$ cat config.mk
export PLATFORM = sky130hd
export DESIGN_NAME = ptah_top
export DESIGN_NICKNAME = d
export VERILOG_FILES = /design/src/logic/ptah_pkg.sv /design/src/logic/ptah_top.sv /design/src/logic/ptah_addr_reg.sv /design/src/logic/ptah_data_reg.sv
export VERILOG_INCLUDE_DIRS = /design/src /design/src/logic
export SDC_FILE = /design/constraint.sdc
export NUM_CORES = 1
export LEC_CHECK = 0
export CAP_MARGIN = 20
export CELL_PAD_IN_SITES_DETAIL_PLACEMENT = 1
export CELL_PAD_IN_SITES_GLOBAL_PLACEMENT = 1
export CORE_ASPECT_RATIO = 1.4
export CORE_MARGIN = 3
export CORE_UTILIZATION = 48
export DETAILED_ROUTE_END_ITERATION = 8
export DONT_BUFFER_PORTS = 1
export GPL_ROUTABILITY_DRIVEN = 0
export PLACE_DENSITY = 0.9
export SLEW_MARGIN = 20
export SYNTH_ARGS = -nofsm -noshare
export SYNTH_HDL_FRONTEND = slang
export SYNTH_SLANG_ARGS = --single-unit
export TNS_END_PERCENT = 50
$ cat constraint.sdc
create_clock -name SYS_CLK_I -period 5.3 [get_ports SYS_CLK_I]
set_input_delay 0.265 -clock SYS_CLK_I [delete_from_list [all_inputs] [get_ports SYS_CLK_I]]
set_output_delay 0.265 -clock SYS_CLK_I [all_outputs]
set_load 0.02 [all_outputs]
$ cat src/logic/ptah_defs.svh
`ifndef PTAH_DEFS_SVH
`define PTAH_DEFS_SVH

// widths of the add-on pass-through port
`define PTAH_WORD_W      32
`define PTAH_LANE_W      4
`define PTAH_REGION_W    2

// register map on the add-on bus, byte offsets
`define PTAH_DATA_OFF    7'h2c

// reset values
`define PTAH_RST_WORD    32'h0000_0000
`define PTAH_RST_LANES   4'hf
`define PTAH_RST_REGION  2'h0

// all lanes enabled, active low
`define PTAH_BE_FULL     4'h0

// address step of one burst data phase, in bytes
`define PTAH_ADDR_STEP   32'h0000_0004

// idle clocks after the finishing clock before a new access is taken
`define PTAH_GAP_CYCLES  2'h2
`define PTAH_GAP_ONE     2'h1

`endif

$ cat src/logic/ptah_pkg.sv
`include "ptah_defs.svh"

package ptah_pkg;

    // handshake sequencer states
    typedef enum logic [1:0] {
        ST_IDLE,
        ST_ACTIVE,
        ST_FINISH,
        ST_GAP
    } ptah_state_t;

    typedef logic [`PTAH_WORD_W-1:0] ptah_word_t;

    // address of the next burst data phase
    function automatic ptah_word_t ptah_step(input ptah_word_t addr);
        ptah_step = addr + `PTAH_ADDR_STEP;
    endfunction

endpackage

$ cat src/logic/ptah_top.sv
`timescale 1ns/1ps
`include "ptah_defs.svh"

// How it works
// - the address phase stores the pci address into the address register
// - a pci read raises attention asking add-on to write the data register
// - status outputs hold steady while attention is low; add-on samples them then
// - burst flag low for multi-phase accesses, high for single-phase ones
// - two-bit region number names the target region, 01 is region 1
// - direction output high for pci writes, low for pci reads
// - active-low byte lanes of the access shown; all zero means full word
// - address output strobe puts the address register on the add-on bus
// - selected write strobe at a rising edge latches the bus into data register
// - final done sampled drops attention at once, access ends the next clock
// - after a single access ends a new pci access is taken soon after
// - each burst word is captured, next phase starts only after done
// - the address register steps by one word for every burst phase after the first
// - done held low moves one word per clock through a burst
// - initiator wait states drop attention and bus data is not valid
// - wait states over, attention returns with the next burst word
// - selected read strobe drives the data register onto the add-on bus
// - after a burst ends, the next access waits two clocks past completion
module ptah_top #(
    parameter int ADR_W = 7
) (
    input  wire logic                     SYS_CLK_I,
    input  wire logic                     RST_I,
    input  wire logic                     PCI_START_I,
    input  wire ptah_pkg::ptah_word_t     PCI_ADDR_I,
    input  wire logic                     PCI_WRITE_I,
    input  wire logic                     PCI_MULTI_I,
    input  wire logic [`PTAH_REGION_W-1:0] PCI_REGION_I,
    input  wire logic [`PTAH_LANE_W-1:0]  PCI_BYTE_LANES_N_I,
    input  wire logic                     PCI_IRDY_I,
    input  wire ptah_pkg::ptah_word_t     PCI_WDATA_I,
    input  wire logic                     PCI_LAST_I,
    output logic                          PCI_ACCEPT_O,
    output logic                          PCI_PHASE_DONE_O,
    output ptah_pkg::ptah_word_t          PCI_RDATA_O,
    input  wire logic                     ADDRESS_OUTPUT_STROBE_N_I,
    input  wire logic                     ADDON_DONE_N_I,
    input  wire logic                     SELECT_N_I,
    input  wire logic [ADR_W-1:2]         ADR_I,
    input  wire logic [`PTAH_LANE_W-1:0]  BE_N_I,
    input  wire logic                     RD_N_I,
    input  wire logic                     WR_N_I,
    input  wire ptah_pkg::ptah_word_t     DQ_I,
    output ptah_pkg::ptah_word_t          DQ_O,
    output logic                          DQ_OE_O,
    output logic                          PASSTHRU_ATTENTION_N_O,
    output logic                          MULTI_PHASE_FLAG_N_O,
    output logic [`PTAH_REGION_W-1:0]     REGION_NUMBER_O,
    output logic                          WRITE_DIRECTION_O,
    output logic [`PTAH_LANE_W-1:0]       PASSTHRU_BYTE_LANES_N_O
);
    import ptah_pkg::*;

    localparam logic [ADR_W-1:0] DATA_OFF = `PTAH_DATA_OFF;

    // data register select; only word address bits take part
    function automatic logic reg_hit(input logic sel_n, input logic [ADR_W-1:2] adr);
        reg_hit = !sel_n && (adr == DATA_OFF[ADR_W-1:2]);
    endfunction

    ptah_state_t         state;
    ptah_state_t         next_state;
    logic                last_word;
    logic                multi_q;
    logic [1:0]          gap_cnt;
    ptah_word_t          addr_q;
    ptah_word_t          addr_next;
    ptah_word_t          data_q;
    ptah_word_t          data_next;

    wire logic           start_hit;
    wire logic           strobe_on;
    wire logic           rd_hit;
    wire logic           wr_hit;
    wire logic           atn_on;
    wire logic           done_seen;
    wire logic           wr_phase_done;
    wire logic           take_word;
    wire logic           incr_addr;
    wire logic           read_done;
    wire logic           write_done;
    wire logic           next_atn_n;
    wire logic           next_burst_n;
    wire logic           next_dq_oe;
    wire ptah_word_t     next_dq;
    wire logic [1:0]     next_gap;

    // a new access is only taken while the accept flag is shown
    assign start_hit = PCI_START_I && PCI_ACCEPT_O;

    // address strobe masks the register decode, so stray selects do nothing
    assign strobe_on = !ADDRESS_OUTPUT_STROBE_N_I;
    assign rd_hit    = !strobe_on && !RD_N_I && reg_hit(SELECT_N_I, ADR_I);
    assign wr_hit    = !strobe_on && !WR_N_I && reg_hit(SELECT_N_I, ADR_I);

    // completion counts only while attention is shown
    assign atn_on    = !PASSTHRU_ATTENTION_N_O;
    assign done_seen = atn_on && !ADDON_DONE_N_I && (state == ST_ACTIVE);

    // write path: a word completes on done; a new word loads if the initiator
    // has one and the slot is empty or just emptied, so done held low moves
    // one word per clock
    assign wr_phase_done = done_seen && WRITE_DIRECTION_O;
    assign take_word     = (state == ST_ACTIVE) && WRITE_DIRECTION_O && PCI_IRDY_I &&
                           (!atn_on || (wr_phase_done && !last_word));
    assign incr_addr     = wr_phase_done && !last_word;
    assign write_done    = wr_phase_done && last_word;
    assign read_done     = done_seen && !WRITE_DIRECTION_O;

    // sequencer
    always_comb begin
        next_state = state;
        unique case (state)
            ST_IDLE: begin
                if (start_hit) begin
                    next_state = ST_ACTIVE;
                end
            end
            ST_ACTIVE: begin
                if (write_done || read_done) begin
                    next_state = ST_FINISH;
                end
            end
            ST_FINISH: begin
                next_state = ST_GAP;
            end
            ST_GAP: begin
                if (gap_cnt == `PTAH_GAP_ONE) begin
                    next_state = ST_IDLE;
                end
            end
        endcase
    end

    // a burst needs one more idle clock than a single before the next access
    assign next_gap = (state == ST_FINISH) ?
                          (multi_q ? `PTAH_GAP_CYCLES : `PTAH_GAP_ONE) :
                      (state == ST_GAP) ? gap_cnt - `PTAH_GAP_ONE : gap_cnt;

    // attention: reads raise it with the address phase, writes while a word
    // sits in the data register; a write slot left empty is an initiator wait
    assign next_atn_n = (state == ST_IDLE)   ? !(start_hit && !PCI_WRITE_I) :
                        (state != ST_ACTIVE) ? 1'b1 :
                        (read_done || write_done) ? 1'b1 :
                        WRITE_DIRECTION_O ?
                            !(take_word || (atn_on && !wr_phase_done)) :
                            1'b0;

    // burst flag set by the address phase, cleared together with attention
    assign next_burst_n = (state == ST_IDLE) ? !(start_hit && PCI_MULTI_I) :
                          (next_state == ST_FINISH) ? 1'b1 : MULTI_PHASE_FLAG_N_O;

    // add-on bus drive; registered, so the word shows one clock after the
    // strobe, and the address wins over a read that breaks the strobe order
    assign next_dq_oe = strobe_on || rd_hit;
    assign next_dq    = strobe_on ? addr_next :
                        rd_hit    ? data_next : `PTAH_RST_WORD;

    // pass-through address register
    ptah_addr_reg u_addr (
        .clk_i      (SYS_CLK_I),
        .rst_i      (RST_I),
        .capture_i  (start_hit),
        .cap_addr_i (PCI_ADDR_I),
        .incr_i     (incr_addr),
        .q_o        (addr_q),
        .next_o     (addr_next)
    );

    // pass-through data register
    ptah_data_reg #(
        .DATA_W (`PTAH_WORD_W),
        .BE_W   (`PTAH_LANE_W)
    ) u_data (
        .clk_i       (SYS_CLK_I),
        .rst_i       (RST_I),
        .load_i      (take_word),
        .load_data_i (PCI_WDATA_I),
        .wr_i        (wr_hit),
        .wr_be_n_i   (BE_N_I),
        .wr_data_i   (DQ_I),
        .q_o         (data_q),
        .next_o      (data_next)
    );

    // state, gap count and word bookkeeping
    always_ff @(posedge SYS_CLK_I or posedge RST_I) begin
        if (RST_I) begin
            state     <= ST_IDLE;
            gap_cnt   <= 2'h0;
            last_word <= 1'b0;
            multi_q   <= 1'b0;
        end else begin
            state   <= next_state;
            gap_cnt <= next_gap;
            if (start_hit) begin
                multi_q <= PCI_MULTI_I;
            end
            // a single-phase access has only one word whatever the core says
            if (take_word) begin
                last_word <= PCI_LAST_I || !multi_q;
            end
        end
    end

    // handshake outputs toward add-on logic
    always_ff @(posedge SYS_CLK_I or posedge RST_I) begin
        if (RST_I) begin
            PASSTHRU_ATTENTION_N_O <= 1'b1;
            MULTI_PHASE_FLAG_N_O   <= 1'b1;
            DQ_OE_O                <= 1'b0;
            DQ_O                   <= `PTAH_RST_WORD;
        end else begin
            PASSTHRU_ATTENTION_N_O <= next_atn_n;
            MULTI_PHASE_FLAG_N_O   <= next_burst_n;
            DQ_OE_O                <= next_dq_oe;
            DQ_O                   <= next_dq;
        end
    end

    // status is caught only at the address phase, so it cannot move under
    // attention
    always_ff @(posedge SYS_CLK_I or posedge RST_I) begin
        if (RST_I) begin
            REGION_NUMBER_O         <= `PTAH_RST_REGION;
            WRITE_DIRECTION_O       <= 1'b0;
            PASSTHRU_BYTE_LANES_N_O <= `PTAH_RST_LANES;
        end else if (start_hit) begin
            REGION_NUMBER_O         <= PCI_REGION_I;
            WRITE_DIRECTION_O       <= PCI_WRITE_I;
            PASSTHRU_BYTE_LANES_N_O <= PCI_BYTE_LANES_N_I;
        end
    end

    // answers toward the pci core; read data includes a same-edge write
    always_ff @(posedge SYS_CLK_I or posedge RST_I) begin
        if (RST_I) begin
            PCI_ACCEPT_O     <= 1'b0;
            PCI_PHASE_DONE_O <= 1'b0;
            PCI_RDATA_O      <= `PTAH_RST_WORD;
        end else begin
            PCI_ACCEPT_O     <= (next_state == ST_IDLE);
            PCI_PHASE_DONE_O <= wr_phase_done || read_done;
            if (read_done) begin
                PCI_RDATA_O <= data_next;
            end
        end
    end

    // idle keeps both handshake outputs released
    idle_quiet_a: assert property (@(posedge SYS_CLK_I) disable iff (RST_I)
        (state == ST_IDLE) |-> PASSTHRU_ATTENTION_N_O && MULTI_PHASE_FLAG_N_O)
        else $error("attention or burst flag active while idle");

    // read request raises attention with read direction on the next clock
    read_request_a: assert property (@(posedge SYS_CLK_I) disable iff (RST_I)
        (start_hit && !PCI_WRITE_I) |=> !PASSTHRU_ATTENTION_N_O && !WRITE_DIRECTION_O)
        else $error("read access did not raise attention");

    // status outputs hold while attention stays low
    status_hold_a: assert property (@(posedge SYS_CLK_I) disable iff (RST_I)
        (!PASSTHRU_ATTENTION_N_O ##1 !PASSTHRU_ATTENTION_N_O) |->
        $stable(REGION_NUMBER_O) && $stable(WRITE_DIRECTION_O) &&
        $stable(PASSTHRU_BYTE_LANES_N_O) && $stable(MULTI_PHASE_FLAG_N_O))
        else $error("status changed under attention");

    // final done drops attention at once and finishes next clock
    done_finish_a: assert property (@(posedge SYS_CLK_I) disable iff (RST_I)
        (read_done || write_done) |=> PASSTHRU_ATTENTION_N_O && MULTI_PHASE_FLAG_N_O &&
        (state == ST_FINISH) ##1 (state == ST_GAP))
        else $error("completion did not end the access");

    // without done a read stays pending
    read_pending_a: assert property (@(posedge SYS_CLK_I) disable iff (RST_I)
        (!PASSTHRU_ATTENTION_N_O && ADDON_DONE_N_I && !WRITE_DIRECTION_O) |=>
        !PASSTHRU_ATTENTION_N_O)
        else $error("pending read dropped without done");

    // address strobe drives the address register next clock
    addr_drive_a: assert property (@(posedge SYS_CLK_I) disable iff (RST_I)
        !ADDRESS_OUTPUT_STROBE_N_I |=> DQ_OE_O && (DQ_O == addr_q))
        else $error("address strobe did not drive the address");

    // full-lane write stores the bus word
    data_latch_a: assert property (@(posedge SYS_CLK_I) disable iff (RST_I)
        (wr_hit && !take_word && BE_N_I == `PTAH_BE_FULL) |=> (data_q == $past(DQ_I)))
        else $error("data register write lost");

    // each further burst phase steps the address by one word
    burst_step_a: assert property (@(posedge SYS_CLK_I) disable iff (RST_I)
        incr_addr |=> (addr_q == $past(addr_q) + `PTAH_ADDR_STEP))
        else $error("burst address not incremented");

    // initiator wait after a done leaves attention high
    wait_drop_a: assert property (@(posedge SYS_CLK_I) disable iff (RST_I)
        (wr_phase_done && !last_word && !PCI_IRDY_I) |=> PASSTHRU_ATTENTION_N_O)
        else $error("attention held during initiator wait");

    // after a burst the next access is refused for two clocks past the finish clock
    reaccept_gap_a: assert property (@(posedge SYS_CLK_I) disable iff (RST_I)
        (state == ST_FINISH && multi_q) |-> !PCI_ACCEPT_O ##1 !PCI_ACCEPT_O ##1 !PCI_ACCEPT_O
        ##1 PCI_ACCEPT_O)
        else $error("new access accepted at the wrong clock");

    // after a single access only one clock past the finish clock is refused
    single_gap_a: assert property (@(posedge SYS_CLK_I) disable iff (RST_I)
        (state == ST_FINISH && !multi_q) |-> !PCI_ACCEPT_O ##1 !PCI_ACCEPT_O ##1 PCI_ACCEPT_O)
        else $error("single access accepted at the wrong clock");

    // address phase stores the pci address
    addr_capture_a: assert property (@(posedge SYS_CLK_I) disable iff (RST_I)
        start_hit |=> (addr_q == $past(PCI_ADDR_I)))
        else $error("pci address not captured");

    // status is taken from the address phase
    status_load_a: assert property (@(posedge SYS_CLK_I) disable iff (RST_I)
        start_hit |=> (MULTI_PHASE_FLAG_N_O == !$past(PCI_MULTI_I)) &&
        (REGION_NUMBER_O == $past(PCI_REGION_I)) && (WRITE_DIRECTION_O == $past(PCI_WRITE_I)) &&
        (PASSTHRU_BYTE_LANES_N_O == $past(PCI_BYTE_LANES_N_I)))
        else $error("status not taken from the address phase");

    // read strobe drives the data register next clock
    read_drive_a: assert property (@(posedge SYS_CLK_I) disable iff (RST_I)
        rd_hit |=> DQ_OE_O && (DQ_O == data_q))
        else $error("read strobe did not drive the data register");

    // a word loaded while attention is off brings attention back with it
    wait_return_a: assert property (@(posedge SYS_CLK_I) disable iff (RST_I)
        (take_word && !atn_on) |=> !PASSTHRU_ATTENTION_N_O && (data_q == $past(PCI_WDATA_I)))
        else $error("attention not raised with the next word");

endmodule

$ cat src/logic/ptah_addr_reg.sv
`timescale 1ns/1ps
`include "ptah_defs.svh"

module ptah_addr_reg (
    input  wire logic              clk_i,
    input  wire logic              rst_i,
    input  wire logic              capture_i,
    input  wire ptah_pkg::ptah_word_t cap_addr_i,
    input  wire logic              incr_i,
    output ptah_pkg::ptah_word_t   q_o,
    output ptah_pkg::ptah_word_t   next_o
);
    import ptah_pkg::*;

    // capture wins: a new address phase starts a fresh count
    assign next_o = capture_i ? cap_addr_i :
                    incr_i    ? ptah_step(q_o) : q_o;

    always_ff @(posedge clk_i or posedge rst_i) begin
        if (rst_i) begin
            q_o <= `PTAH_RST_WORD;
        end else begin
            q_o <= next_o;
        end
    end

endmodule

$ cat src/logic/ptah_data_reg.sv
`timescale 1ns/1ps
`include "ptah_defs.svh"

module ptah_data_reg #(
    parameter int DATA_W = `PTAH_WORD_W,
    parameter int BE_W   = `PTAH_LANE_W
) (
    input  wire logic              clk_i,
    input  wire logic              rst_i,
    input  wire logic              load_i,
    input  wire logic [DATA_W-1:0] load_data_i,
    input  wire logic              wr_i,
    input  wire logic [BE_W-1:0]   wr_be_n_i,
    input  wire logic [DATA_W-1:0] wr_data_i,
    output logic      [DATA_W-1:0] q_o,
    output logic      [DATA_W-1:0] next_o
);
    import ptah_pkg::*;

    localparam int LANE = DATA_W / BE_W;

    // pci side load has priority; add-on writes merge per enabled lane
    always_comb begin
        next_o = q_o;
        if (load_i) begin
            next_o = load_data_i;
        end else if (wr_i) begin
            for (int i = 0; i < BE_W; i++) begin
                if (!wr_be_n_i[i]) begin
                    next_o[i*LANE +: LANE] = wr_data_i[i*LANE +: LANE];
                end
            end
        end
    end

    always_ff @(posedge clk_i or posedge rst_i) begin
        if (rst_i) begin
            q_o <= `PTAH_RST_WORD;
        end else begin
            q_o <= next_o;
        end
    end

endmodule

Word level (Yosys, flattened, before mapping)
Index checks and enable logic that the tools add are counted.
- add/subtract/negate cells: 2
- equal/unequal tests: 7
- multiplexer cells: 23
- reductions and logical operators: 42
- operators with widths (operator ; number):
    $mux 32 ; 6
    $add 32x3->32 const B ; 1
    $mux 8 ; 4
    $logic_and 1x1->1 ; 18
    $logic_not 1->1 ; 14
    $mux 2 ; 6
    $pmux 2 s4 ; 1
    $eq 2x2->1 const B ; 3
    $logic_or 1x1->1 ; 6
    $mux 1 ; 6
    $eq 5x4->1 const B ; 1
    $eq 2x1->1 const B ; 2
    $logic_not 2->1 ; 2
    $reduce_bool 2->1 ; 2
    $ne 2x1->1 const B ; 1
    $sub 2x1->2 const B ; 1
- register bits after elaboration: 146
- output and inout bits: 76
- word-level logic and storage cells: 90

Depth between registers and ports, before layout
Gate-level depths: netlist of run 1.
- depth after elaboration: 13
- gate-level depth with buffers: 8

By module
A second synthesis of run 1 with hierarchy kept.
- cell total of the unflattened synthesis: 604
- area, all modules: 7250.7 um^2
- modules (own cells, without submodules) (module ; times used ; cells each ; area each (um^2) ; seq. area each (um^2)):
    ptah_top ; 1 ; 213 ; 3290.7 ; 2059.5
    ptah_data_reg ; 1 ; 178 ; 2039.5 ; 800.8
    ptah_addr_reg ; 1 ; 213 ; 1920.6 ; 800.8

Worst setup path after synthesis of run 1
OpenSTA, ideal clock, no wires.
- path kind: reg2reg
- start: register u_addr.q_o[17]
- end: register DQ_O[29]
- data arrival time: 2196 ps
- data required time: 5174 ps
- slack: 2978 ps
- cell stages (with the launch flop): 6
- path buffers: 0
- period minus slack after synthesis: 2322 ps
- cell sequence: dfrtp_1 nand4_1 or4_1 nor4_4 mux2_1 a221o_1
- word-level cells in the longest chain between the ends: 4
- ends and longest elaborated chain (element ; RTL line ; text):
    from (decl) ; ptah_addr_reg.sv:10 ; output ptah_pkg::ptah_word_t q_o,
    from (signal assigned) ; ptah_addr_reg.sv:21 ; q_o <= `PTAH_RST_WORD;
    from (signal assigned) ; ptah_addr_reg.sv:23 ; q_o <= next_o;
    $add 32x3->32 (no line) ; n/a ;
    $mux 32 ; ptah_addr_reg.sv:17 ; incr_i ? ptah_step(q_o) : q_o;
    $mux 32 ; ptah_addr_reg.sv:16 ; assign next_o = capture_i ? cap_addr_i :
    $mux 32 (no line) ; n/a ;
    net next_dq[29] ; ptah_top.sv:89 ; wire ptah_word_t next_dq;
    to (signal assigned) ; ptah_top.sv:216 ; DQ_O <= `PTAH_RST_WORD;
    to (signal assigned) ; ptah_top.sv:221 ; DQ_O <= next_dq;
    to (decl) ; ptah_top.sv:48 ; output ptah_pkg::ptah_word_t DQ_O,
The timed path passes the listed nets, and every way through them passes these cells.
A chain may end at the register's enable or synchronous reset.

Worst setup path after layout of run 1
- start: register state[1]
- end: register u_addr.q_o[24]
- word-level cells in the longest chain between the ends: 6
- ends and longest elaborated chain (element ; RTL line ; text):
    from (decl) ; ptah_top.sv:65 ; ptah_state_t state;
    from (signal assigned) ; ptah_top.sv:198 ; state <= next_state;
    $eq 2x1->1 ; ptah_top.sv:102 ; assign done_seen = atn_on && !ADDON_DONE_N_I && (state == ST_ACTIVE);
    $logic_and 1x1->1 ; ptah_top.sv:102 ;
    $logic_and 1x1->1 ; ptah_top.sv:107 ; assign wr_phase_done = done_seen && WRITE_DIRECTION_O;
    $logic_and 1x1->1 ; ptah_top.sv:110 ; assign incr_addr = wr_phase_done && !last_word;
    $mux 32 ; ptah_addr_reg.sv:17 ;
    $mux 32 ; ptah_addr_reg.sv:16 ;
    net addr_next[24] ; ptah_top.sv:71 ; ptah_word_t addr_next;
The timed path passes the listed nets, and every way through them passes these cells.

==> results of run 1 <==
power by group through the flow:
| stage | Sequential [mW] | Clock [mW] | Combinational, mW |
|---|---|---|---|
| after detailed placement | 2.30 | 0 | 1.29 |
| after floorplan | 2.12 | 0 | 1.02 |
| after global placement | 2.27 | 0 | 1.18 |
| final | 2.31 | 1.27 | 1.38 |
| after CTS | 2.30 | 1.27 | 1.34 |
| after global routing | 2.36 | 1.32 | 1.50 |
layout by cell type (no fill, tap or decap), drive strengths merged, types with 5 or more instances in the layout:
| cell type | synthesis | routed |
|---|---|---|
| dfrtp | 140 | 140 |
| nand2 | 109 | 109 |
| nor2 | 86 | 86 |
| o21ai | 38 | 38 |
| dlygate4sd3 | 0 | 27 |
| nand3 | 25 | 25 |
| inv | 13 | 23 |
| a21oi | 19 | 19 |
| mux2i | 18 | 18 |
| clkbuf | 37 | 17 |
| a31oi | 17 | 17 |
| mux2 | 16 | 16 |
| xnor2 | 12 | 12 |
| and2 | 11 | 11 |
| nor4 | 11 | 11 |
| nor3 | 11 | 11 |
| a22o | 10 | 10 |
| nand4 | 10 | 10 |
| or3 | 9 | 9 |
| o21a | 8 | 8 |
| o2bb2ai | 8 | 8 |
| o211ai | 7 | 7 |
| dfstp | 6 | 6 |
| a41oi | 6 | 6 |
| nand2b | 6 | 6 |
| o31ai | 5 | 5 |
| and3 | 5 | 5 |
| and4 | 5 | 5 |
| buf | 8 | 5 |
| a211oi | 5 | 5 |
timing repair:
action	CTS	global route
gates resized for setup	0	0
hold buffers	27	0
hold endpoints to repair	128	0
layer usage:
layer  track usage  vias to the layer above
li1              -                     2549
met1         0.341                     3009
met2         0.542                      299
met3        0.0912                       76
met4         0.146                        0
met5             0                        -
worst paths after layout:
kind	slack, ns	from	endpoint	depth (start not counted)
max	2.41	state[1]	u_addr.q_o[24]	6
min	0.009	PCI_ADDR_I[4]	u_addr.q_o[4]	2
max reg2reg	2.41	state[1]	u_addr.q_o[24]	6
min reg2reg	0.52	PASSTHRU_BYTE_LANES_N_O[2]	PASSTHRU_BYTE_LANES_N_O[2]	2
max in group asynchronous	3.62	RST_I	last_word	3
min in group asynchronous	0.51	RST_I	PCI_RDATA_O[9]	2
final cells by class:
class                      instances  share of cell area
clock buffer                      17              0.0534
tap                              185              0.0291
multi-input combinational        506               0.388
inverter                          14             0.00723
sequential                       146               0.460
antenna                            1            0.000314
timing repair buffer              32              0.0386
clock inverter                    15              0.0233
flip-flops by register name, indices dropped and copies added, names as in the netlist:
name,cells
PASSTHRU_ATTENTION_N_O,1
MULTI_PHASE_FLAG_N_O,1
DQ_O,32
u_data.q_o,32
PCI_RDATA_O,32
gap_cnt,2
PCI_ACCEPT_O,1
last_word,1
u_addr.q_o,32
multi_q,1
DQ_OE_O,1
WRITE_DIRECTION_O,1
state,2
PCI_PHASE_DONE_O,1
PASSTHRU_BYTE_LANES_N_O,4
REGION_NUMBER_O,2
cells by family after synthesis:
| kind of cell | Yosys count | synth area share |
|---|---|---|
| simple gates | 305 | 0.216 |
| compound gates | 151 | 0.152 |
| flops | 146 | 0.526 |
| buf+inv | 59 | 0.0331 |
| mux | 34 | 0.0517 |
| xor+xnor | 14 | 0.0176 |
| fa+ha+maj | 2 | 0.00359 |
critical path, delay by kind of cell (launching register included):
family	cells	cell delay, ns
multiplexers	1	0.32
flip-flops	1	0.50
AND/OR/NAND/NOR	4	1.78
buffers and inverters	1	0.20
synthesized netlist by cell type, drive strengths merged (2+ instances only):
master   instances
nand2b           6
and3             5
or4              3
or4b             2
and4             5
o21a             8
and4b            2
a21oi           19
nor2b            3
clkbuf          37
o2bb2ai          8
a32o             4
a211oi           5
nand4b           3
a221o            4
o211ai           7
nor4            11
mux2            16
or2              2
dfstp            6
a21o             2
nand2          109
nor3            11
nand4           10
a41oi            6
or3              9
and2            11
a31oi           17
nor2            86
a22oi            2
mux2i           18
xnor2           12
inv             13
buf              8
o31ai            5
o41a             2
o21ai           38
a22o            10
xor2             2
a211o            3
nand3           25
dfrtp          140
ha               2
==> impl_summary.log, run 1 <==
[metrics] run status: completed
[metrics] final-layout worst hold slack: 0.00880 ns
[metrics] detail-routed via count per cell: between 6 and 7
[metrics] fillers: 1,524
[metrics] Tightest Pin Transition: 1.11 ns
[metrics] mean area per synthesized cell: 9.79 um^2
[metrics] CTS H-tree depth: 4
[metrics] global-route wire length before repair: 37,400 um
[metrics] number of distinct library cell variants in the gate-level netlist after synthesis: 73
[metrics] worst slew slack as a fraction of its limit: 0.256
[metrics] initial antenna violation count: 1
[metrics] share of Yosys cell area claimed by the top area cell type: 0.503
[metrics] worst setup slack before clock tree synthesis: about 2.5 ns
[metrics] Post-DP HPWL: 16,800 um
[metrics] longest individual stage delay on the worst path: between 0.7 and 0.8 ns
[metrics] Area Growth Syn to Fin: 14.4%
[metrics] overflow left after global routing: 0
[metrics] area occupied by multi-input gates: 0.00309 mm^2
[metrics] floorplan die width: between 100 and 150 um
[metrics] unrepaired setup endpoints after global routing: no
[metrics] wire length on met1: between 8000 and 9000 um
[metrics] Std-Cell Rows: 51
[metrics] most used flip-flop cell after synthesis: dfrtp_1
[metrics] flip-flop and latch area: 0.00366 mm^2
[metrics] worst vdd ir: 0.274 mV
[metrics] Int Pwr: 2.85 mW
[metrics] Setup Fix Bufs, Post-CTS: 0
[metrics] Worst Skew: 0.00911 ns
[metrics] Slowest cell on crit path: or4b_4
[metrics] Max Freq: 346 MHz
[metrics] fin crit period: 2.89 ns
[metrics] DRC viols: 0
[metrics] Crit Path Category: flop to flop
[metrics] met2 wire length: 12,700 um
[metrics] Post-Synthesis Cells: 711
[metrics] Switch Pwr: around 2.1 mW
[metrics] Worst Path Arrival: 3.25 ns
[metrics] chip height: roughly 150 um
[metrics] number of global-route vias before repair: around 6,600
[metrics] share of post-route cells with drive strength above 1: 0.105
[metrics] worst hold-check path type: primary input to flop
[metrics] post-synth design cell area: 0.00696 mm^2
[metrics] worst skew pair latency: 0.43 ns
[metrics] Clock Root Buffer: clkbuf_16
[metrics] Placeable Area: between 0.01 and 0.015 mm^2
[metrics] number of design-rule violations left by the first detailed-router iteration: 504
[metrics] worst setup slack after layout: 2.41 ns
[metrics] final net count: 842
[metrics] Ports: just under 200
[metrics] clock group share of total power: 0.256
[metrics] Final Instance Count excl. Fillers: 916
[metrics] total negative slack for setup checks: 0 ns
[metrics] overall die area: 0.0160 mm^2
[metrics] hold violation total from the final report: 0
[metrics] number of nets produced by synthesis: about 840
[metrics] total power per unit cell area: 622 mW/mm^2
[metrics] relative contribution of sequential cells to total power: 0.466
[metrics] fraction of registers with async set/reset: 1.00
[metrics] Clock Pin Slew Worst Setup and Hold Paths: 0.07 ns
[metrics] Setup crit end kind: flop
[metrics] Leakage Power: 3.39 nW
[metrics] leading area contributor after synthesis: dfrtp_1
[metrics] post-route standard cell area excluding fillers: 0.00796 mm^2
[metrics] Port Buffers: 0
[metrics] number of enable-type register cells in the synthesized netlist: 0
[metrics] Global Route Usage Sum: 0.309
[metrics] 1st-pass router iterations: 5
[metrics] met3 WL post-DR: approximately 2000 um
[metrics] data required time of the critical path: 5.66 ns
[metrics] TritonCTS clock tree: built
[metrics] Setup crit start kind: flop
[metrics] number of warning messages in the yosys log: 0
[metrics] total number of vias: 5,933
[metrics] top routing layer in use: met4
[metrics] Initial Utilization: 0.496
[metrics] number of sinks on the clock net: ~150
[metrics] Final Total Pwr: 4.95 mW
[metrics] switching share of power: 0.425
[metrics] Inserted Clock Buffers: 17
[metrics] number of placed cells counting well taps: 856
[metrics] part of the total power dissipated in combinational logic: 0.278
[metrics] Period Utilization, post-route: 0.545
[metrics] ANT nets after route: 0
[metrics] maximum root-to-sink buffer count: 2
[metrics] Avg WL per Cell: 26.9 um
[metrics] crit-path cells: or4b_4 > inv_2 > nand4_2 > nor4_1 > mux2i_1 > nor2b_1
[metrics] final core utilization: 0.567
[metrics] top cells by area in the synthesized netlist: dfrtp_1 (50%), nand2_1 (5.9%), nor2_1 (4.6%), mux2i_1 (2.6%), dfstp_2 (2.3%)
[metrics] number of max-cap violations: 0
[metrics] DP Area: 0.00707 mm^2
[metrics] sequential fraction of the synthesis area: 0.526
[metrics] Final Max Tran Viols: 0
[metrics] Worst Path Max Fanout: 12
[metrics] final routed wirelength across all metal layers: 24,600 um
[metrics] final-report setup violation count: 0
[metrics] largest net degree at the start of global routing: 103
[metrics] count of state elements after synthesis: 146
(Power assumes the default switching activity.)
==> run 2: changes to the inputs <==
--- a/config.mk
+++ b/config.mk
@@ -11,11 +11,11 @@
 export CELL_PAD_IN_SITES_GLOBAL_PLACEMENT = 1
 export CORE_ASPECT_RATIO = 1.4
 export CORE_MARGIN = 3
-export CORE_UTILIZATION = 48
+export CORE_UTILIZATION = 43
 export DETAILED_ROUTE_END_ITERATION = 8
 export DONT_BUFFER_PORTS = 1
 export GPL_ROUTABILITY_DRIVEN = 0
-export PLACE_DENSITY = 0.9
+export PLACE_DENSITY = 0.85
 export SLEW_MARGIN = 20
 export SYNTH_ARGS = -nofsm -noshare
 export SYNTH_HDL_FRONTEND = slang
==> constraint.sdc (replaced) <==
create_clock -name SYS_CLK_I -period 2.62 [get_ports SYS_CLK_I]
set_input_delay 0.131 -clock SYS_CLK_I [delete_from_list [all_inputs] [get_ports SYS_CLK_I]]
set_output_delay 0.131 -clock SYS_CLK_I [all_outputs]
set_load 0.02 [all_outputs]
==> impl_summary.log, run 2 (same netlist as run 1, synthesis figures left out) <==
[metrics] total negative slack for setup checks: 0 ns (unchanged)
[metrics] ANT nets after route: 0 (unchanged)
[metrics] relative contribution of sequential cells to total power: 0.447 (-0.019)
[metrics] largest net degree at the start of global routing: 82 (-20%)
[metrics] hold violation total from the final report: 0 (unchanged)
[metrics] CTS H-tree depth: 4 (unchanged)
[metrics] Worst Skew: 0.0214 ns (+0.0123 ns)
[metrics] DP Area: 0.00731 mm^2 (+3.4%)
[metrics] Avg WL per Cell: 27.4 um (+1.9%)
[metrics] Switch Pwr: 4.51 mW (+110%)
[metrics] number of global-route vias before repair: 7,109 (+7.8%)
[metrics] Ports: 199 (unchanged)
[metrics] share of post-route cells with drive strength above 1: 0.127 (+0.0212)
[metrics] Leakage Power: 3.76 nW (+11%)
[metrics] Area Growth Syn to Fin: 26.0%
[metrics] DRC viols: 0 (unchanged)
[metrics] final-layout worst hold slack: 0.00921 ns (+0.000414 ns)
[metrics] fillers: 1,699 (+11%)
[metrics] worst setup slack before clock tree synthesis: 0.0792 ns (-2.43 ns)
[metrics] chip height: 157 um (+5.4%)
[metrics] floorplan die width: 114 um (+5.3%)
[metrics] total number of vias: 6,434 (+8.4%)
[metrics] worst setup slack after layout: 0.0620 ns (-2.35 ns)
[metrics] Worst Path Arrival: 2.86 ns (-0.39 ns)
[metrics] Std-Cell Rows: 54 (+5.9%)
[metrics] Initial Utilization: 0.442 (-0.0537)
[metrics] 1st-pass router iterations: 6 (+1)
[metrics] worst skew pair latency: 0.44 ns (about the same)
[metrics] Clock Pin Slew Worst Setup and Hold Paths: 0.08 ns (about the same)
[metrics] Inserted Clock Buffers: 17 (unchanged)
[metrics] Global Route Usage Sum: 0.313 (+0.00320)
[metrics] final-report setup violation count: 0 (unchanged)
[metrics] highest-count cells in the layout ignoring fill and taps: dfrtp_1 (140), nand2_1 (107), nor2_1 (85), dlygate4sd3_1 (85), buf_4 (27)
[metrics] overall die area: 0.0178 mm^2 (+11%)
[metrics] Worst Path Max Fanout: 10 (-2)
[metrics] post-route standard cell area excluding fillers: 0.00878 mm^2 (+10%)
[metrics] unrepaired setup endpoints after global routing: no
[metrics] Placeable Area: 0.0157 mm^2 (+12%)
[metrics] Max Freq: 391 MHz (+13%)
[metrics] overflow left after global routing: 0 (unchanged)
[metrics] Clock Root Buffer: clkbuf_16
[metrics] Period Utilization, post-route: 0.976 (+0.432)
[metrics] global-route wire length before repair: 42,300 um (+13%)
[metrics] clock group share of total power: 0.241 (-0.015)
[metrics] Tightest Pin Transition: 0.722 ns (-0.390 ns)
[metrics] part of the total power dissipated in combinational logic: 0.312 (+0.034)
[metrics] run status: completed
[metrics] number of design-rule violations left by the first detailed-router iteration: 658 (+31%)
[metrics] Setup crit start kind: flop
[metrics] detail-routed via count per cell: 6.36 (-1.8%)
[metrics] data required time of the critical path: 2.92 ns (-2.74 ns)
[metrics] Setup Fix Bufs, Post-CTS: 0 (unchanged)
[metrics] Final Max Tran Viols: 0 (unchanged)
[metrics] initial antenna violation count: 2 (+1)
[metrics] number of sinks on the clock net: 146 (unchanged)
[metrics] Crit Path Category: flop to flop
[metrics] TritonCTS clock tree: built
[metrics] worst setup path startpoint: state[1]
[metrics] Reg-to-Reg Start: state[1]
[metrics] hold wc startpoint: PCI_WDATA_I[28]
[metrics] total power per unit cell area: 1180 mW/mm^2 (+90%)
[metrics] Setup crit end kind: flop
[metrics] Port Buffers: 0 (unchanged)
[metrics] commonest non-fill, non-tap cell in the layout: dfrtp_1
[metrics] final net count: 925 (+9.9%)
[metrics] Post-DP HPWL: 17,800 um (+6.1%)
[metrics] maximum root-to-sink buffer count: 2 (unchanged)
[metrics] area occupied by multi-input gates: 0.00310 mm^2 (+0.28%)
[metrics] fin crit period: 2.56 ns (-0.329 ns)
[metrics] final routed wirelength across all metal layers: 27,800 um (+13%)
[metrics] switching share of power: 0.435 (+0.00930)
[metrics] worst slew slack as a fraction of its limit: 0.518 (+0.262)
[metrics] number of max-cap violations: 0 (unchanged)
[metrics] Int Pwr: 5.87 mW (+110%)
[metrics] worst hold-check path type: primary input to flop
[metrics] flip-flop and latch area: 0.00366 mm^2 (unchanged)
[metrics] worst vdd ir: 0.766 mV (+180%)
[run 2: cell types whose count changed in the layout (fill, tap and decap cells not counted), sizes merged]
cell | before | now
buf | 5 | 30
bufinv | 2 | 1
clkinv | 3 | 5
clkinvlp | 1 | 3
diode | 1 | 3
dlygate4sd3 | 27 | 85
inv | 23 | 20
[run 2: area by class of cell]
class	count	area share
flip-flops and latches	146	0.417
multi-input cells	506	0.353
repair buffers	115	0.127
clock buffers	17	0.0485
well taps	196	0.0279
clock inverters	15	0.0188
inverters	14	0.00642
diodes	3	0.000855
[run 2: metal layers]
layer,vias to the layer above,global-route usage,part of all wire
met2,406,0.547,0.51
met3,96,0.0797,0.085
met1,3210,0.359,0.36
met5,-,0,0
li1,2722,-,-
met4,0,0.136,0.045
[run 2: per-stage QoR]
stage	cells	util	power, mW
2_1_floorplan	711	-	6.36
3_3_place_gp	892	0.464	7.15
3_5_place_dp	892	0.464	7.43
4_1_cts	1006	0.554	10.1
5_1_grt	1011	0.557	10.8
6_report	1012	0.557	10.4
[run 2: final timing paths]
| kind | end | slack (ns) | cells past startpoint |
|---|---|---|---|
| worst min register to register | u_addr.q_o[1] | 0.52 | 2 |
| worst min-delay path | DQ_O[28] | 0.009 | 3 |
| worst max-delay path | DQ_O[29] | 0.06 | 5 |
| min in group asynchronous | u_data.q_o[1] | 0.30 | 2 |
| max in group asynchronous | u_addr.q_o[20] | 1.45 | 3 |
| worst max register to register | DQ_O[29] | 0.06 | 5 |
[run 2: power groups by stage]
stage / sequential (mW) / combinational (mW) / clock (mW)
5_1_grt: 4.72 / 3.50 / 2.61
4_1_cts: 4.57 / 3.06 / 2.48
3_5_place_dp: 4.58 / 2.85 / 0
6_report: 4.63 / 3.24 / 2.51
2_1_floorplan: 4.30 / 2.06 / 0
3_3_place_gp: 4.52 / 2.63 / 0
[run 2: worst max-delay path, stage by stage, from the launching register on]
cell     delay [ns]
dfrtp_1        0.39
or4b_4         0.63
or3_4          0.46
nor4_4         0.25
mux2_1         0.37
a221o_1        0.33
[run 2: timing repair]
item / 4_1_cts / 5_1_grt
endpoints found under the setup margin: 0 / 6
hold endpoints to repair: 127 / 3
hold buffers: 82 / 3
resized for setup: 0 / 3
==> run 3: changes to the inputs <==
--- a/config.mk
+++ b/config.mk
@@ -6,12 +6,13 @@
 export SDC_FILE = /design/constraint.sdc
 export NUM_CORES = 1
 export LEC_CHECK = 0
+export ABC_AREA = 1
 export CAP_MARGIN = 20
 export CELL_PAD_IN_SITES_DETAIL_PLACEMENT = 1
 export CELL_PAD_IN_SITES_GLOBAL_PLACEMENT = 1
-export CORE_ASPECT_RATIO = 1.4
+export CORE_ASPECT_RATIO = 1.25
 export CORE_MARGIN = 3
-export CORE_UTILIZATION = 43
+export CORE_UTILIZATION = 41
 export DETAILED_ROUTE_END_ITERATION = 8
 export DONT_BUFFER_PORTS = 1
 export GPL_ROUTABILITY_DRIVEN = 0
==> impl_summary.log, run 3 <==
[metrics] worst path buffer plus inverter count: 3 (+3)
[metrics] relative contribution of sequential cells to total power: 0.440 (-0.007)
[metrics] CTS H-tree depth: 4 (unchanged)
[metrics] floorplan die width: 125 um (+10%)
[metrics] Ports: 199 (unchanged)
[metrics] post-synth design cell area: 0.00727 mm^2 (+4.4%)
[metrics] hold path cells: 2 (-1)
[metrics] Post-Synthesis Cells: 914 (+29%)
[metrics] global-route wire length before repair: 40,200 um (-4.9%)
[metrics] largest net degree at the start of global routing: 87 (+6.1%)
[metrics] Initial Utilization: 0.425 (-0.0175)
[metrics] hold wc startpoint: PCI_ADDR_I[21]
[metrics] Top delay family on crit path: simple AND/OR/NAND/NOR gates
[metrics] total power per unit cell area: 1160 mW/mm^2 (-1.6%)
[metrics] flip-flop and latch area: 0.00366 mm^2 (about the same)
[metrics] fraction of registers with async set/reset: 1.00 (unchanged)
[metrics] Clock Root Buffer: clkbuf_16
[metrics] data required time of the critical path: 2.93 ns (about the same)
[metrics] worst hold-check path type: primary input to flop
[metrics] Leakage Power: 4.35 nW (+16%)
[metrics] number of global-route vias before repair: 7,298 (+2.7%)
[metrics] highest-count cells in the layout ignoring fill and taps: nand2_1 (368), dfrtp_1 (139), dlygate4sd3_1 (76)
[metrics] Final Total Pwr: 10.4 mW (+0.22%)
[metrics] Tightest Pin Transition: 0.639 ns (-0.0828 ns)
[metrics] R2R cell count: 9 (+4)
[metrics] fin crit period: 2.51 ns (-0.0520 ns)
[metrics] top cells by area in the synthesized netlist: dfrtp_1 (48%), nand2_1 (19%), nand3_1 (5.0%), o21ai_0 (2.5%), inv_1 (2.4%)
[metrics] TritonCTS clock tree: built
[metrics] final-report setup violation count: 0 (unchanged)
[metrics] Switch Pwr: 4.24 mW (-5.9%)
[metrics] Placeable Area: 0.0171 mm^2 (+8.7%)
[metrics] number of nets produced by synthesis: 1,039 (+24%)
[metrics] leading cell types by count after synthesis: nand2_1 (369), dfrtp_1 (140), nand3_1 (73), inv_1 (47), nor2_1 (47)
[metrics] endpoint of the worst-slack reg-to-reg timing path: u_data.q_o[19]
[metrics] fillers: 2,028 (+19%)
[metrics] final-layout worst hold slack: 0.00834 ns (-0.000877 ns)
[metrics] area occupied by multi-input gates: 0.00327 mm^2 (+5.5%)
[metrics] overall die area: 0.0194 mm^2 (+9.0%)
[metrics] Crit Path Category: flop to flop
[metrics] leading area contributor after synthesis: dfrtp_1
[metrics] Max Freq: 399 MHz (+2.1%)
[metrics] worst slew slack as a fraction of its limit: 0.573 (+0.0553)
[metrics] maximum root-to-sink buffer count: 2 (unchanged)
[metrics] final net count: 1,110 (+20%)
[metrics] number of max-cap violations: 0 (unchanged)
[metrics] initial antenna violation count: 1 (-1)
[metrics] Std-Cell Rows: 53 (-1.9%)
[metrics] worst setup slack after layout: 0.114 ns (+0.0520 ns)
[metrics] chip height: 155 um (-1.1%)
[metrics] number of enable-type register cells in the synthesized netlist: 0 (unchanged)
[metrics] number of warning messages in the yosys log: 0 (unchanged)
[metrics] most used flip-flop cell after synthesis: dfrtp_1
[metrics] Worst Path Arrival: 2.81 ns (-0.05 ns)
[metrics] sequential fraction of the synthesis area: 0.504 (-0.0221)
[metrics] hold violation total from the final report: 0 (unchanged)
[metrics] Global Route Usage Sum: 0.264 (-0.0490)
[metrics] Area Growth Syn to Fin: 23.0%
[metrics] share of Yosys cell area claimed by the top area cell type: 0.482 (-0.0211)
[metrics] worst setup slack for register-to-register paths: 0.11 ns (+0.05 ns)
[metrics] mean area per synthesized cell: 7.95 um^2 (-19%)
[metrics] share of post-route cells with drive strength above 1: 0.109 (-0.0173)
[metrics] worst setup slack before clock tree synthesis: 0.497 ns (+0.418 ns)
[metrics] Period Utilization, post-route: 0.956 (-0.0199)
[metrics] number of distinct library cell variants in the gate-level netlist after synthesis: 37 (-49%)
[metrics] Setup crit end kind: flop
[metrics] number of sinks on the clock net: 146 (unchanged)
[metrics] detail-routed via count per cell: 5.43 (-15%)
[metrics] worst skew pair latency: 0.43 ns (about the same)
[metrics] Avg WL per Cell: 21.0 um (-23%)
[metrics] Port Buffers: 0 (unchanged)
[metrics] Worst Path Max Fanout: 38 (+28)
[metrics] Setup Fix Bufs, Post-CTS: 0 (unchanged)
[metrics] crit-path cells: inv_2 > nor2_4 > nand2_1 > nor2_2 > nand2_8 > buf_4 > or2_0 > and2_4 > dlygate4sd3_1
[metrics] Final Max Tran Viols: 0 (unchanged)
[metrics] commonest non-fill, non-tap cell in the layout: nand2_1
[metrics] run status: completed
[metrics] total number of vias: 6,608 (+2.7%)
[metrics] 1st-pass router iterations: 5 (-1)
[metrics] overflow left after global routing: 0 (unchanged)
[metrics] count of state elements after synthesis: 146 (unchanged)
[metrics] DRC viols: 0 (unchanged)
[metrics] Int Pwr: 6.16 mW (+4.9%)
[metrics] Post-DP HPWL: 16,800 um (-5.6%)
[metrics] number of design-rule violations left by the first detailed-router iteration: 406 (-38%)
[metrics] Clock Pin Slew Worst Setup and Hold Paths: 0.07 ns (about the same)
[metrics] Worst Hold End: u_addr.q_o[21]
[metrics] Slowest cell on crit path: dlygate4sd3_1
[metrics] Reg-to-Reg Start: state[0]
[metrics] ANT nets after route: 0 (unchanged)
[metrics] worst vdd ir: 0.541 mV (-29%)
[metrics] Worst Skew: 0.0124 ns (-0.00897 ns)
[metrics] most common cell in the synthesized netlist: nand2_1
[metrics] final routed wirelength across all metal layers: 25,500 um (-8.0%)
[metrics] longest individual stage delay on the worst path: 0.56 ns (-0.07 ns)
[metrics] Inserted Clock Buffers: 17 (unchanged)
[metrics] clock group share of total power: 0.252 (+0.011)
[metrics] part of the total power dissipated in combinational logic: 0.309 (-0.003)
[metrics] switching share of power: 0.408 (-0.0266)
[metrics] Setup crit start kind: flop
## run 3: per-layer routing
layer  up-vias  routed length (um)  global-route usage
met5         -                   0                   0
met3        55                1490              0.0690
li1       3044                   -                   -
met2       214               12700               0.444
met4         0                 985               0.115
met1      3295               10300               0.320
## run 3: how the worst max path moves through the flow
stage,cells after the start,slack (ns),endpoint,from
floorplan,1,0.66,DQ_OE_O,RST_I
global placement,9,0.58,DQ_O[21],PASSTHRU_ATTENTION_N_O
global route,9,-0.02,u_data.q_o[28],state[0]
CTS,8,0.06,u_data.q_o[21],PASSTHRU_ATTENTION_N_O
finish,9,0.11,u_data.q_o[19],state[0]
detailed placement,9,0.50,DQ_O[17],PASSTHRU_ATTENTION_N_O
## run 3: metrics by stage
stage | cell area [um^2] | util | setup TNS (ns) | instances
2_1_floorplan | 7270 | - | 0 | 914
3_3_place_gp | 7520 | 0.439 | 0 | 1109
3_5_place_dp | 7520 | 0.439 | 0 | 1109
4_1_cts | 8890 | 0.520 | 0 | 1215
5_1_grt | 8940 | 0.522 | -0.0622 | 1217
6_report | 8940 | 0.522 | 0 | 1217
## run 3: power by group through the flow
| stage | Clock (mW) | Combinational [mW] | Sequential (mW) |
|---|---|---|---|
| after floorplan | 0 | 2.20 | 4.28 |
| after global routing | 2.74 | 3.63 | 4.68 |
| after CTS | 2.63 | 3.09 | 4.55 |
| after global placement | 0 | 2.63 | 4.53 |
| after detailed placement | 0 | 2.81 | 4.56 |
| final | 2.62 | 3.21 | 4.57 |
## run 3: area by class of cell
class,count,share of cell area
multi-input combinational,680,0.366
clock buffer,21,0.0515
tap,220,0.0308
sequential,146,0.410
inverter,51,0.0218
clock inverter,9,0.0174
timing repair buffer,89,0.102
antenna,1,0.000280
## run 3: what timing repair did
item	4_1_cts	5_1_grt
hold buffers	76	0
hold endpoints to repair	101	0
gates resized for setup	0	4
endpoints found under the setup margin	0	4
## run 3: worst register-to-register path, cell delays in order, from the launching register on
cell and delay, ns:
dfrtp_1 0.46, inv_2 0.09, nor2_4 0.14, nand2_1 0.09, nor2_2 0.21, nand2_8 0.19, buf_4 0.27, or2_0 0.21
and2_4 0.16, dlygate4sd3_1 0.56
## run 3: cell families after synthesis
kind of cell	count (synthesis)	share of synthesized area
compound gates	77	0.0635
xor+xnor	12	0.0145
buf+inv	88	0.0492
fa+ha+maj	2	0.00344
simple gates	578	0.351
mux	11	0.0151
flops	146	0.504
